<file path="src/rtl/pin_mux_pkg.sv">
// Package for the port pin override multiplexer.
// Assumes one I/O clock and a port of fixed width.
package pin_mux_pkg;
    // =========================================================
    // Port geometry
    localparam int unsigned PORT_WIDTH = 8;
    localparam int unsigned ALT_PINS   = 5;
    // =========================================================
    // Reset values of the port registers
    localparam logic [PORT_WIDTH-1:0] DIR_RESET  = 8'h00;
    localparam logic [PORT_WIDTH-1:0] OUT_RESET  = 8'h00;
    localparam logic [PORT_WIDTH-1:0] PULL_RESET = 8'h00;
    localparam logic [PORT_WIDTH-1:0] SYNC_RESET = 8'h00;
    // =========================================================
    // Alternative function pin positions on the port
    localparam int unsigned PIN_A0 = 0;
    localparam int unsigned PIN_A1 = 1;
    localparam int unsigned PIN_A2 = 2;
    localparam int unsigned PIN_A3 = 3;
    localparam int unsigned PIN_A4 = 4;
endpackage : pin_mux_pkg

</file>
<file path="src/rtl/pin_override_cell.sv">
// One pin's override logic: pull-up, driver, value, input enable.
// Assumes register bits and overrides come from the I/O clock domain.
module pin_override_cell (
    // Port register bits
    input  wire logic pullup_reg_bit_in,
    input  wire logic direction_reg_bit_in,
    input  wire logic output_reg_bit_in,
    // Overrides from peripherals
    input  wire logic pullup_override_en_in,
    input  wire logic pullup_override_val_in,
    input  wire logic dir_override_en_in,
    input  wire logic dir_override_val_in,
    input  wire logic value_override_en_in,
    input  wire logic value_override_val_in,
    input  wire logic input_en_override_en_in,
    input  wire logic input_en_override_val_in,
    // Sleep clamp and external interrupt enable
    input  wire logic sleep_in,
    input  wire logic ext_int_en_in,
    // Pad controls
    output logic      pullup_en_out,
    output logic      drive_en_out,
    output logic      drive_val_out,
    output logic      input_en_out
);
    always_comb begin
        pullup_en_out = pullup_override_en_in ? pullup_override_val_in : pullup_reg_bit_in;
        drive_en_out  = dir_override_en_in ? dir_override_val_in : direction_reg_bit_in;
        drive_val_out = value_override_en_in ? value_override_val_in : output_reg_bit_in;
        if (input_en_override_en_in) begin
            input_en_out = input_en_override_val_in;
        end else begin
            input_en_out = ~sleep_in | ext_int_en_in;
        end
    end
endmodule // pin_override_cell

</file>
<file path="src/rtl/port_pin_override_mux.sv">
// Port pin override multiplexer: register bits, overrides, pad paths.
// Assumes peripherals present override pairs on mclk_in; pads are async.
module port_pin_override_mux
    import pin_mux_pkg::*;
(
    // Clock, reset and sleep
    input  wire logic                                     mclk_in,
    input  wire logic                                     rst_n_in,
    input  wire logic                                     sleep_in,
    // Shared port strobes and write data
    input  wire logic                                     dir_write_strobe_in,
    input  wire logic                                     port_write_strobe_in,
    input  wire logic                                     pull_write_strobe_in,
    input  wire logic                                     toggle_write_strobe_in,
    input  wire logic [pin_mux_pkg::PORT_WIDTH-1:0]       write_data_in,
    // Register read back
    output logic      [pin_mux_pkg::PORT_WIDTH-1:0]       direction_reg_bit_out,
    output logic      [pin_mux_pkg::PORT_WIDTH-1:0]       output_reg_bit_out,
    output logic      [pin_mux_pkg::PORT_WIDTH-1:0]       pullup_reg_bit_out,
    output logic      [pin_mux_pkg::PORT_WIDTH-1:0]       pin_read_bit_out,
    // Per-pin overrides from peripherals
    input  wire logic [pin_mux_pkg::PORT_WIDTH-1:0]       pullup_override_en_in,
    input  wire logic [pin_mux_pkg::PORT_WIDTH-1:0]       pullup_override_val_in,
    input  wire logic [pin_mux_pkg::PORT_WIDTH-1:0]       dir_override_en_in,
    input  wire logic [pin_mux_pkg::PORT_WIDTH-1:0]       dir_override_val_in,
    input  wire logic [pin_mux_pkg::PORT_WIDTH-1:0]       value_override_en_in,
    input  wire logic [pin_mux_pkg::PORT_WIDTH-1:0]       value_override_val_in,
    input  wire logic [pin_mux_pkg::PORT_WIDTH-1:0]       toggle_override_en_in,
    input  wire logic [pin_mux_pkg::PORT_WIDTH-1:0]       input_en_override_en_in,
    input  wire logic [pin_mux_pkg::PORT_WIDTH-1:0]       input_en_override_val_in,
    input  wire logic [pin_mux_pkg::PORT_WIDTH-1:0]       ext_int_en_in,
    // Pad side
    input  wire logic [pin_mux_pkg::PORT_WIDTH-1:0]       pad_in,
    output logic      [pin_mux_pkg::PORT_WIDTH-1:0]       pad_out,
    output logic      [pin_mux_pkg::PORT_WIDTH-1:0]       pad_oe_out,
    output logic      [pin_mux_pkg::PORT_WIDTH-1:0]       pad_pullup_out,
    // Analog link, both directions as two signals
    input  wire logic [pin_mux_pkg::PORT_WIDTH-1:0]       analog_pad_link_in,
    output logic      [pin_mux_pkg::PORT_WIDTH-1:0]       analog_pad_link_out,
    // Raw input to peripherals
    output logic      [pin_mux_pkg::PORT_WIDTH-1:0]       raw_digital_in_out,
    // Named alternative taps, bits 0 to 4
    output logic                                          pin_change_src_0_out,
    output logic                                          miso_alt_in_out,
    output logic                                          converter_chan_0_out,
    output logic                                          ext_voltage_ref_out,
    output logic                                          comp0_pos_in_out,
    output logic                                          mosi_alt_in_out,
    output logic                                          comp0_neg_in_out,
    output logic                                          serial0_rx_out,
    output logic                                          select_alt_in_out,
    output logic                                          comp1_pos_in_out,
    output logic                                          timer0_clk_in_out,
    output logic                                          serial0_xfer_clk_out,
    output logic                                          sck_alt_in_out,
    output logic                                          comp1_neg_in_out,
    output logic                                          timer1_clk_in_out,
    output logic                                          serial1_rx_out,
    output logic                                          wire_clk_in_out,
    output logic                                          sck_dflt_in_out
);
    import pin_mux_pkg::*;

    // =========================================================
    // Internal state and pad control vectors
    logic [PORT_WIDTH-1:0] dir_q;
    logic [PORT_WIDTH-1:0] out_q;
    logic [PORT_WIDTH-1:0] pull_q;
    logic [PORT_WIDTH-1:0] sync1_q;
    logic [PORT_WIDTH-1:0] sync2_q;
    logic [PORT_WIDTH-1:0] out_d;
    logic [PORT_WIDTH-1:0] pull_en;
    logic [PORT_WIDTH-1:0] drv_en;
    logic [PORT_WIDTH-1:0] drv_val;
    logic [PORT_WIDTH-1:0] in_en;
    logic [PORT_WIDTH-1:0] trig;

    // =========================================================
    // Port registers
    // Shared direction strobe
    always_ff @(posedge mclk_in or negedge rst_n_in) begin
        if (!rst_n_in) begin
            dir_q <= DIR_RESET;
        end else if (dir_write_strobe_in) begin
            dir_q <= write_data_in;
        end
    end

    always_ff @(posedge mclk_in or negedge rst_n_in) begin
        if (!rst_n_in) begin
            pull_q <= PULL_RESET;
        end else if (pull_write_strobe_in) begin
            pull_q <= write_data_in;
        end
    end

    // Write wins; software toggle and peripheral toggle both invert
    always_comb begin
        out_d = out_q;
        if (port_write_strobe_in) begin
            out_d = write_data_in;
        end else begin
            out_d = out_q ^ toggle_override_en_in;
            if (toggle_write_strobe_in) begin
                out_d = out_d ^ write_data_in;
            end
        end
    end

    always_ff @(posedge mclk_in or negedge rst_n_in) begin
        if (!rst_n_in) begin
            out_q <= OUT_RESET;
        end else begin
            out_q <= out_d;
        end
    end

    // =========================================================
    // Per-pin override cells
    // Peripheral-made override pairs
    for (genvar i = 0; i < PORT_WIDTH; i++) begin : g_pin
        pin_override_cell u_cell (
            .pullup_reg_bit_in        (pull_q[i]),
            .direction_reg_bit_in     (dir_q[i]),
            .output_reg_bit_in        (out_q[i]),
            .pullup_override_en_in    (pullup_override_en_in[i]),
            .pullup_override_val_in   (pullup_override_val_in[i]),
            .dir_override_en_in       (dir_override_en_in[i]),
            .dir_override_val_in      (dir_override_val_in[i]),
            .value_override_en_in     (value_override_en_in[i]),
            .value_override_val_in    (value_override_val_in[i]),
            .input_en_override_en_in  (input_en_override_en_in[i]),
            .input_en_override_val_in (input_en_override_val_in[i]),
            .sleep_in                 (sleep_in),
            .ext_int_en_in            (ext_int_en_in[i]),
            .pullup_en_out            (pull_en[i]),
            .drive_en_out             (drv_en[i]),
            .drive_val_out            (drv_val[i]),
            .input_en_out             (in_en[i])
        );
    end

    // =========================================================
    // Pad drive; disabled input clamps to ground at the trigger
    // Level held low while the driver is off, so no stale value leaks
    assign pad_oe_out     = drv_en;
    assign pad_out        = drv_val & drv_en;
    assign pad_pullup_out = pull_en;
    assign trig           = pad_in & in_en;

    assign raw_digital_in_out = trig;

    assign analog_pad_link_out = analog_pad_link_in;

    // Two flops because pads change with no regard to the clock
    // Read back lags the pad by two edges; software must allow for it
    always_ff @(posedge mclk_in or negedge rst_n_in) begin
        if (!rst_n_in) begin
            sync1_q <= SYNC_RESET;
            sync2_q <= SYNC_RESET;
        end else begin
            sync1_q <= trig;
            sync2_q <= sync1_q;
        end
    end

    // =========================================================
    // Register read back
    assign direction_reg_bit_out = dir_q;
    assign output_reg_bit_out    = out_q;
    assign pullup_reg_bit_out    = pull_q;
    assign pin_read_bit_out      = sync2_q;

    // =========================================================
    // Named alternative taps, all unsynchronised
    // Converter, reference and comparator taps share the analog link
    // Bit 0 to bit 4 functions
    assign pin_change_src_0_out = trig[PIN_A0];
    assign miso_alt_in_out      = trig[PIN_A0];
    assign converter_chan_0_out = analog_pad_link_in[PIN_A0];
    assign ext_voltage_ref_out  = analog_pad_link_in[PIN_A0];
    assign comp0_pos_in_out     = analog_pad_link_in[PIN_A1];
    assign mosi_alt_in_out      = trig[PIN_A1];
    assign comp0_neg_in_out     = analog_pad_link_in[PIN_A2];
    assign serial0_rx_out       = trig[PIN_A2];
    assign select_alt_in_out    = trig[PIN_A2];
    assign comp1_pos_in_out     = analog_pad_link_in[PIN_A3];
    assign timer0_clk_in_out    = trig[PIN_A3];
    assign serial0_xfer_clk_out = trig[PIN_A3];
    assign sck_alt_in_out       = trig[PIN_A3];
    assign comp1_neg_in_out     = analog_pad_link_in[PIN_A4];
    assign timer1_clk_in_out    = trig[PIN_A4];
    assign serial1_rx_out       = trig[PIN_A4];
    assign wire_clk_in_out      = trig[PIN_A4];
    assign sck_dflt_in_out      = trig[PIN_A4];
endmodule // port_pin_override_mux

</file>
<file path="config.mk">
export PLATFORM = sky130hd
export DESIGN_NAME = port_pin_override_mux
export DESIGN_NICKNAME = d
export VERILOG_FILES = /design/src/rtl/pin_mux_pkg.sv /design/src/rtl/pin_override_cell.sv /design/src/rtl/port_pin_override_mux.sv
export SDC_FILE = /design/constraint.sdc
export NUM_CORES = 1
export LEC_CHECK = 0
export BUFFER_PORTS_ARGS = -buffer_cell sky130_fd_sc_hd__buf_2
export CORE_MARGIN = 10
export CORE_UTILIZATION = 41
export CTS_CLUSTER_SIZE = 8
export DETAILED_ROUTE_END_ITERATION = 8
export MAX_ROUTING_LAYER = met4
export PLACE_DENSITY = 0.87
export SYNTH_ARGS = -nofsm -noshare
export SYNTH_HDL_FRONTEND = slang
export SYNTH_HIERARCHICAL = 1
export SYNTH_SLANG_ARGS = --single-unit
</file>
<file path="constraint.sdc">
create_clock -name mclk_in -period 1.7 [get_ports mclk_in]
set_input_delay 0.34 -clock mclk_in [delete_from_list [all_inputs] [get_ports mclk_in]]
set_output_delay 0.34 -clock mclk_in [all_outputs]
set_load 0.01 [all_outputs]
</file>
==> flow_summary.toml, run 1 <==
[critical_path]
end_kind = "primary output"
critPathArrivalTime_ps = 1270
crit_required_ps = 1360
path_max_fanout = 3
critPathKind = "flip-flop to primary output"
critPathLaunchType = "flip-flop"

[synth]
syn_nets = 303
synth_seq_area_share = 0.444
synth_cell_types = 20
synthTopCellsByArea = "dfrtp_1 (44%), mux2_4 (16%), buf_4 (8.7%), mux2_2 (8.0%), and2_1 (4.4%)"
netlist_area_um2 = 2250
ys_warn_count = 6
synth_flop_cell = "dfrtp_1"
postSynth.asyncResetShare = 1.00
synth_common_cells = "dfrtp_1 (40), buf_4 (26), mux2_4 (24), and2_1 (16), mux2_2 (16)"
synth-edff-count = 0
yosys.area.top_type = "dfrtp_1"
syn_inst = 192
yosysMostFrequentCell = "dfrtp_1"
synth_top_area_frac = 0.444
syn_avg_cell_area_um2 = 11.7
synth_seq_cells = 40

[global_route]
grt_pass1_wl_um = 11700
antenna_found_initial = 0
overflow = 0
grt_max_degree = 19
grt_pass1_vias = 2289
grt_usage = 0.175

[finish]
nets = 462
drive_above_1_share = 0.651
final_area_um2 = 3150
diodes = 0
area_growth_pct = 39.7
regArea_um2 = 1000
fillers = 459
utilization = 0.605
multi_input_area_um2 = 997

[power]
power.density_nw_per_um2 = 846
p_switching_mw = 0.762
power_frac_clock = 0.279
peakVddDrop_mv = 0.408
leakage_nw = 1.77
switching_share = 0.286
intPower_mw = 1.90
combPwrFrac = 0.299
p_seq_frac = 0.422

[routing]
post_drt_wl_per_cell_um = 18.6
routed_wirelength_um = 7830
first_pass_iters = 4
routed_via_density = 4.84
drc = 0
drtIter0Drc = 32
drtAntennaViolNets = 0
vias = 2043

[timing]
worst_pin_slew_ps = 538
finClkSkew_ps = 0.559
finalCritPeriodShare = 0.946
fin_crit_ps = 1610
fmax_ghz = 0.622
tns_ps = 0
slew_headroom = 0.641
timing.final.max_slew_violations = 0
rsz0062_at_grt = "false"
finalHoldViolCount = 0
holdWs_ps = 277
setup_violations = 0

[min_path]
hp-class = "input pin to flip-flop"

[clock_tree]
clkLatencyLatePin_ps = 280
cts_buffers = 5
root_buffer = "clkbuf_8"
ctsResizeCount = 0
cts.sinks = 40
cts_buffer_depth = 2
cts_tree = "done"
clk_pin_slew_worst_paths_ps = 70
htreeDepth = 2

[die]
core_area_um2 = 5200
fp.dieH_um = 94.1
die_area_um2 = 8860
start_util = 0.433
ioPinCount = 201
die_x_um = 94.1
num_rows = 26

[place]
dpl_cell_area_um2 = 3030
hpwl_um = 6800
io_buffers = 178
place_congestion = 0.874

[flow_run]
maxCapViolations = 0

[status]
outcome = "completed"
==> worst max-delay path, stage by stage, from the launching register on <==
cell,delay (ps)
dfrtp_1,410
mux2_4,270
and2_1,160
buf_2,140
==> sequential cells by signal, summed over array words and instances, names as in the netlist <==
name,flops
direction_reg_bit_out,8
output_reg_bit_out,8
pin_read_bit_out,8
pullup_reg_bit_out,8
sync1_q,8
==> repair_timing <==
action | in CTS | in global routing
endpoints found under the hold margin | 12 | 0
setup buffers | 0 | 0
hold buffers | 1 | 0
==> worst paths after layout <==
path                                       startpoint                  endpoint  slack (ps)  cells after the start
worst max register to register  output_reg_bit_out[2]     output_reg_bit_out[2]         620                      3
max in group asynchronous                    rst_n_in  direction_reg_bit_out[6]         650                      3
worst max-delay path            output_reg_bit_out[2]                pad_out[2]          90                      3
min in group asynchronous                    rst_n_in       pin_read_bit_out[7]         500                      2
worst min-delay path                        pad_in[6]                sync1_q[6]         280                      2
worst min register to register             sync1_q[1]       pin_read_bit_out[1]         350                      0
==> power groups by stage <==
| stage | combinational (mW) | clock (mW) | sequential, mW |
|---|---|---|---|
| after detailed placement | 0.808 | 0 | 1.14 |
| after CTS | 0.813 | 0.769 | 1.13 |
| after global placement | 0.785 | 0 | 1.13 |
| after global routing | 0.869 | 0.801 | 1.14 |
| final | 0.796 | 0.744 | 1.12 |
| after floorplan | 0.418 | 0 | 1.17 |
==> per-stage QoR <==
step,setup slack [ps],cells,total power [mW]
after floorplan,406,192,1.59
after global placement,284,413,1.92
after detailed placement,228,413,1.95
after global routing,50.1,422,2.81
final,91.7,422,2.66
after CTS,67.7,422,2.71
==> kinds of logic (layout without fill, tap and decap cells) <==
kind of cell / count (synthesis) / count (layout) / share of synthesized area
compound gates: 17 / 17 / 0.0433
mux: 40 / 40 / 0.240
xor+xnor: 8 / 8 / 0.0311
buf+inv: 39 / 199 / 0.113
flops: 40 / 40 / 0.444
simple gates: 48 / 48 / 0.128
==> cells in the final DEF (no fill, tap or decap), types with 2 or more instances in the layout <==
cell type / synthesis / final
and2_1: 16 / 16
nor2_1: 7 / 7
and3_1: 7 / 7
xor2_1: 8 / 8
mux2_2: 16 / 16
mux2_4: 24 / 24
clkbuf_8: 0 / 5
nor3_1: 7 / 7
buf_4: 26 / 2
inv_1: 9 / 9
dfrtp_1: 40 / 40
nor3b_1: 8 / 8
o22ai_1: 7 / 7
buf_2: 2 / 178
a21oi_1: 9 / 9
==> metal layers <==
layer	global-route usage	wire length, um	vias to the layer above
met2	0.318	3980	127
met3	0.0783	903	15
met1	0.161	2830	951
met4	0.0494	116	0
li1	-	-	950
met5	-	0	-
==> cell type report <==
class / instances / area share
Sequential cell: 40 / 0.318
Multi-Input combinational cell: 113 / 0.317
Timing Repair Buffer: 181 / 0.291
Tap cell: 70 / 0.0278
Clock buffer: 6 / 0.0231
Inverter: 10 / 0.0119
Clock inverter: 2 / 0.0111
Note: power is estimated with default switching activity, not from simulation.
==> run 2, diff against run 1 <==
--- a/config.mk
+++ b/config.mk
@@ -7,12 +7,11 @@
 export LEC_CHECK = 0
 export BUFFER_PORTS_ARGS = -buffer_cell sky130_fd_sc_hd__buf_2
 export CORE_MARGIN = 10
-export CORE_UTILIZATION = 41
+export CORE_UTILIZATION = 42
 export CTS_CLUSTER_SIZE = 8
 export DETAILED_ROUTE_END_ITERATION = 8
 export MAX_ROUTING_LAYER = met4
-export PLACE_DENSITY = 0.87
+export PLACE_DENSITY = 0.86
 export SYNTH_ARGS = -nofsm -noshare
 export SYNTH_HDL_FRONTEND = slang
-export SYNTH_HIERARCHICAL = 1
 export SYNTH_SLANG_ARGS = --single-unit
==> run 2 against run 1 <==
Net effect:
- total power decreased by 9.3%
- via count is 3.6% lower
- first-iteration DRC count decreased by 9.4%
- critical path depth unchanged
- global-route usage fell by 1.7 points
- cell area decreased by 4.4%
- register-to-register slack improved by 20 ps
- area after synthesis grew 7.6%
- non-clock buffer count decreased by 1
- synthesized cell count is 21% higher
- flip-flop and latch count did not move
- sequential power is essentially flat
- critical endpoint is now pad_out[3]
- largest cell class unchanged
==> flow_summary.toml, run 2 <==
[synth]
yosysMostFrequentCell = "buf_4"
synth_flop_cell = "dfrtp_1"
netlist_area_um2 = 2420
synth_common_cells = "buf_4 (66), dfrtp_1 (40), mux2_1 (32), inv_1 (17), nand2_1 (14)"
yosys.area.top_type = "dfrtp_1"
syn_inst = 233
synth_cell_types = 20
syn_nets = 344
postSynth.asyncResetShare = 1.00
ys_warn_count = 0
synth_top_area_frac = 0.413
synth_seq_area_share = 0.413
synth-edff-count = 0
synthTopCellsByArea = "dfrtp_1 (41%), buf_4 (20%), mux2_1 (15%), mux2_2 (3.7%), xor2_1 (2.9%)"
synth_seq_cells = 40
syn_avg_cell_area_um2 = 10.4

[die]
fp.dieH_um = 96.0
ioPinCount = 201
core_area_um2 = 5540
num_rows = 27
start_util = 0.437
die_x_um = 96.0
die_area_um2 = 9210

[clock_tree]
cts_tree = "done"
cts.sinks = 40
cts_buffer_depth = 2
root_buffer = "clkbuf_8"
htreeDepth = 2
clkLatencyLatePin_ps = 280
cts_buffers = 5
ctsResizeCount = 0
clk_pin_slew_worst_paths_ps = 70
ctsHoldBuffers = 0
cts_setup_buffers = 0

[timing]
tns_ps = 0
finalCritPeriodShare = 0.967
slew_headroom = 0.673
finalHoldViolCount = 0
setup_violations = 0
worst_pin_slew_ps = 490
timing.final.max_slew_violations = 0
finClkSkew_ps = 0.338
setup_ws_ps = 55.5
rsz0062_at_grt = "false"
fin_crit_ps = 1640
fmax_ghz = 0.608

[critical_path]
cp_cell_sequence = "mux2_1, and2_1, buf_2"
crit_family = "flip-flops"
startpoint = "direction_reg_bit_out[3]"
timing.rr.start = "output_reg_bit_out[7]"
critPathArrivalTime_ps = 1300
slowest_delay_ps = 410
path_max_fanout = 2
end_kind = "primary output"
crit_required_ps = 1360
cp.buffers_inverters = 1
critPathKind = "flip-flop to primary output"
critPathLaunchType = "flip-flop"
slowest_stage = "dfrtp_1"

[status]
outcome = "completed"

[global_route]
grt_pass1_wl_um = 11000
overflow = 0
grt_usage = 0.158
antenna_found_initial = 0
grt_max_degree = 22
grt_pass1_vias = 2225

[routing]
drtAntennaViolNets = 0
post_drt_wl_per_cell_um = 17.5
drtIter0Drc = 29
vias = 1969
drc = 0
first_pass_iters = 4
routed_via_density = 4.65
routed_wirelength_um = 7400

[finish]
area_growth_pct = 24.1
nets = 461
diodes = 0
drive_above_1_share = 0.564
final_cell_mix = "buf_2 (178), dfrtp_1 (40), mux2_1 (32)"
final_common_cell = "buf_2"

[place]
hpwl_um = 6470
place_congestion = 0.883
io_buffers = 178
pre_cts_ws_ps = 273

[flow_run]
maxCapViolations = 0

[power]
power.density_nw_per_um2 = 803
peakVddDrop_mv = 0.428
leakage_nw = 1.70

[min_path]
hp-class = "input pin to async pin"
-- run 2: cell count changes in the layout (fill, tap and decap cells not counted), sizes merged, moves of 2 or more --
cell	previous run	this run
a21oi	9	7
a31oi	0	8
and2	16	8
clkbuf	6	8
inv	10	17
nand2	0	14
nor2	7	1
nor3	7	1
nor3b	8	0
o21ai	0	8
o22ai	7	1
-- run 2: worst paths after layout --
kind / end / slack (ps) / cells past startpoint
setup / recovery: pad_out[3] / 60 / 3
hold / removal: output_reg_bit_out[3] / 7 / 1
setup reg to reg: output_reg_bit_out[7] / 640 / 3
hold reg to reg: pin_read_bit_out[3] / 350 / 0
max in group asynchronous: pin_read_bit_out[6] / 1200 / 2
min in group mclk_in: sync1_q[6] / 300 / 3
-- run 2: kinds of logic after synthesis --
kind of cell | Yosys count | share of synthesized area
AO/OA/AOI/OAI | 24 | 0.0568
multiplexers | 40 | 0.186
buffers and inverters | 87 | 0.239
XOR/XNOR | 8 | 0.0289
AND/OR/NAND/NOR | 34 | 0.0769
flip-flops | 40 | 0.413
-- run 2: per-layer routing --
layer,track usage,part of all wire,up-vias
li1,-,-,930
met1,0.148,0.34,891
met2,0.284,0.51,126
met3,0.0685,0.13,22
met4,0.0479,0.017,0
met5,-,0,-
-- run 2: power breakdown --
group	total (mW)	switching (mW)	leakage, nW	internal [mW]
logic	0.676	0.346	1.17	0.330
registers	1.10	0.0556	0.481	1.04
clock network	0.640	0.309	0.0455	0.331
-- run 2: stage by stage --
stage                     instance area, um^2  hold WS [ps]  utilization  std cells  power, mW
final                                    3010          7.06        0.543        423       2.41
after global routing                     3010          34.9        0.543        423       2.58
after CTS                                3000          15.1        0.542        422       2.46
after detailed placement                 2910           332        0.525        414       1.81
after global placement                   2910           323        0.525        414       1.78
after floorplan                          2420          44.4            -        233       1.62
-- run 2: cell type report --
class	instances	area [um^2]
timing repair buffer	180	918
inverter	17	63.8
sequential	40	1000
clock buffer	8	90.1
fill	510	2530
tap	72	90.1
multi-input combinational	106	845
-- run 2: worst reg2reg max path, delay by kind of cell, from the launching register on --
family | cells | cell delay, ps
AND/OR/NAND/NOR | 2 | 270
XOR/XNOR | 1 | 270
flip-flops | 1 | 410
==> run 3, diff against run 2 <==
--- a/config.mk
+++ b/config.mk
@@ -7,11 +7,12 @@
 export LEC_CHECK = 0
 export BUFFER_PORTS_ARGS = -buffer_cell sky130_fd_sc_hd__buf_2
 export CORE_MARGIN = 10
-export CORE_UTILIZATION = 42
+export CORE_UTILIZATION = 35
 export CTS_CLUSTER_SIZE = 8
 export DETAILED_ROUTE_END_ITERATION = 8
 export MAX_ROUTING_LAYER = met4
-export PLACE_DENSITY = 0.86
+export PLACE_DENSITY = 0.77
+export SLEW_MARGIN = 40
 export SYNTH_ARGS = -nofsm -noshare
 export SYNTH_HDL_FRONTEND = slang
 export SYNTH_SLANG_ARGS = --single-unit
==> constraint.sdc (replaced) <==
create_clock -name mclk_in -period 1.4 [get_ports mclk_in]
set_input_delay 0.28 -clock mclk_in [delete_from_list [all_inputs] [get_ports mclk_in]]
set_output_delay 0.28 -clock mclk_in [all_outputs]
set_load 0.01 [all_outputs]
==> run 3 against run 2 <==
Net effect:
- the flow now finishes with violations (setup timing)
- register-to-register slack lost 430 ps
- die area grew 16%
- largest cell class is now buffers
- sequential power is 21% higher
- global-route usage down 2.2 points
- non-clock buffer count rose by 22
- count of clock-buffer cells in the layout fell by 3
- highest routed layer unchanged
- routed wire length is 5.9% higher
- hold slack better by 240 ps
- utilization down 3.7 points
- setup slack lost 190 ps
- final cell count is 7.1% higher
- via count up 5.5%
==> flow_summary.toml, run 3 (synthesis results as in run 2) <==
[power]
leakage_nw = 1.94
total_power_mw = 3.38
peakVddDrop_mv = 0.504
power.density_nw_per_um2 = 988

[timing]
finalCritPeriodShare = 1.10
fmax_ghz = 0.652
rsz0062_at_grt = "true"
slew_headroom = 0.753
holdWs_ps = 245
finClkSkew_ps = 0.541
fin_crit_ps = 1530
finalHoldViolCount = 0
timing.final.max_slew_violations = 0
worst_pin_slew_ps = 370
setup_violations = 8
tns_ps = -854
setup_ws_ps = -134

[global_route]
grt_pass1_vias = 2305
antenna_found_initial = 0
grt_max_degree = 41
grt_usage = 0.135
overflow = 0
grt_pass1_wl_um = 11000

[die]
die_x_um = 103
die_area_um2 = 10700
start_util = 0.359
ioPinCount = 201
core_area_um2 = 6760
fp.dieH_um = 103
num_rows = 30

[status]
failed_checks = "setup timing"
outcome = "complete, but fails checks"

[critical_path]
timing.rr.start = "output_reg_bit_out[0]"
path_max_fanout = 2
critPathLaunchType = "flip-flop"
critPathKind = "flip-flop to primary output"
reg2reg_to = "output_reg_bit_out[0]"
critPathArrivalTime_ps = 1250
reg2reg_slack_ps = 210
worstRegToRegCells = 5
crit_required_ps = 1120
end_kind = "primary output"

[min_path]
holdPathEnd = "sync1_q[5]"
hp-start = "pad_in[5]"
hp-class = "input pin to flip-flop"
hold_depth = 3

[finish]
final_cell_mix = "buf_2 (159), dfrtp_1 (40), buf_4 (22)"
diodes = 0
finalNonFillerCells = 453
regArea_um2 = 1000
multi_input_area_um2 = 938
nets = 483
area_growth_pct = 41.1
fillers = 625
drive_above_1_share = 0.660
final_common_cell = "buf_2"

[routing]
vias = 2077
first_pass_iters = 4
drtIter0Drc = 18
drtAntennaViolNets = 0
routed_via_density = 4.58
drc = 0
routed_wirelength_um = 7830
post_drt_wl_per_cell_um = 17.3

[place]
dp_cells = 422
hpwl_um = 6050
pre_cts_ws_ps = 77.6
io_buffers = 178
place_congestion = 0.717

[clock_tree]
htreeDepth = 2
cts_buffers = 5
cts_buffer_depth = 2
root_buffer = "clkbuf_8"
clk_pin_slew_worst_paths_ps = 80
cts.sinks = 40
cts_tree = "done"
clkLatencyLatePin_ps = 290

[flow_run]
maxCapViolations = 0
run 3: through the flow:
stage	cell area (um^2)	utilization
after CTS	3220	0.477
after floorplan	2420	-
after global placement	2920	0.432
final	3420	0.506
after detailed placement	2920	0.432
after global routing	3420	0.506
run 3: where the power goes:
| group | switching (mW) | internal [mW] | leakage [nW] |
|---|---|---|---|
| Sequential | 0.0594 | 1.27 | 0.481 |
| Clock | 0.412 | 0.528 | 0.0541 |
| Combinational | 0.489 | 0.625 | 1.40 |
| Total | 0.960 | 2.42 | 1.94 |
run 3: critical path: stages (launching register included):
cell and delay [ps]:
dfrtp_1 400, mux2_4 290, and2_4 160, buf_6 110
run 3: final cells by class:
class,count,area share
Timing Repair Buffer,202,0.352
Multi-Input combinational cell,106,0.274
Tap cell,80,0.0293
Clock buffer,5,0.0201
Clock inverter,3,0.0124
Inverter,17,0.0187
Sequential cell,40,0.293
run 3: timing repair:
item,4_1_cts,5_1_grt
hold buffers,1,0
endpoints found under the setup margin,17,24
buffers inserted,12,10
pin swaps,5,4
hold endpoints to repair,40,0
resized for setup,22,24
gates cloned,0,0
run 3: how the worst max path moves through the flow:
| stage | startpoint | to | slack [ps] | cells after the start |
|---|---|---|---|---|
| CTS | output_reg_bit_out[6] | pad_out[6] | -140 | 3 |
| global route | output_reg_bit_out[0] | pad_out[0] | -160 | 3 |
| floorplan | sleep_in | raw_digital_in_out[4] | 60 | 3 |
| finish | output_reg_bit_out[0] | pad_out[0] | -130 | 3 |
| detailed placement | input_en_override_en_in[4] | sck_dflt_in_out | 80 | 5 |
| global placement | input_en_override_en_in[4] | timer1_clk_in_out | 90 | 5 |
run 3: layer usage:
| metal | track usage | share of wire | vias up |
|---|---|---|---|
| li1 | - | - | 975 |
| met1 | 0.130 | 0.35 | 965 |
| met2 | 0.252 | 0.54 | 113 |
| met3 | 0.0405 | 0.070 | 24 |
| met4 | 0.0471 | 0.033 | 0 |
| met5 | - | 0 | - |
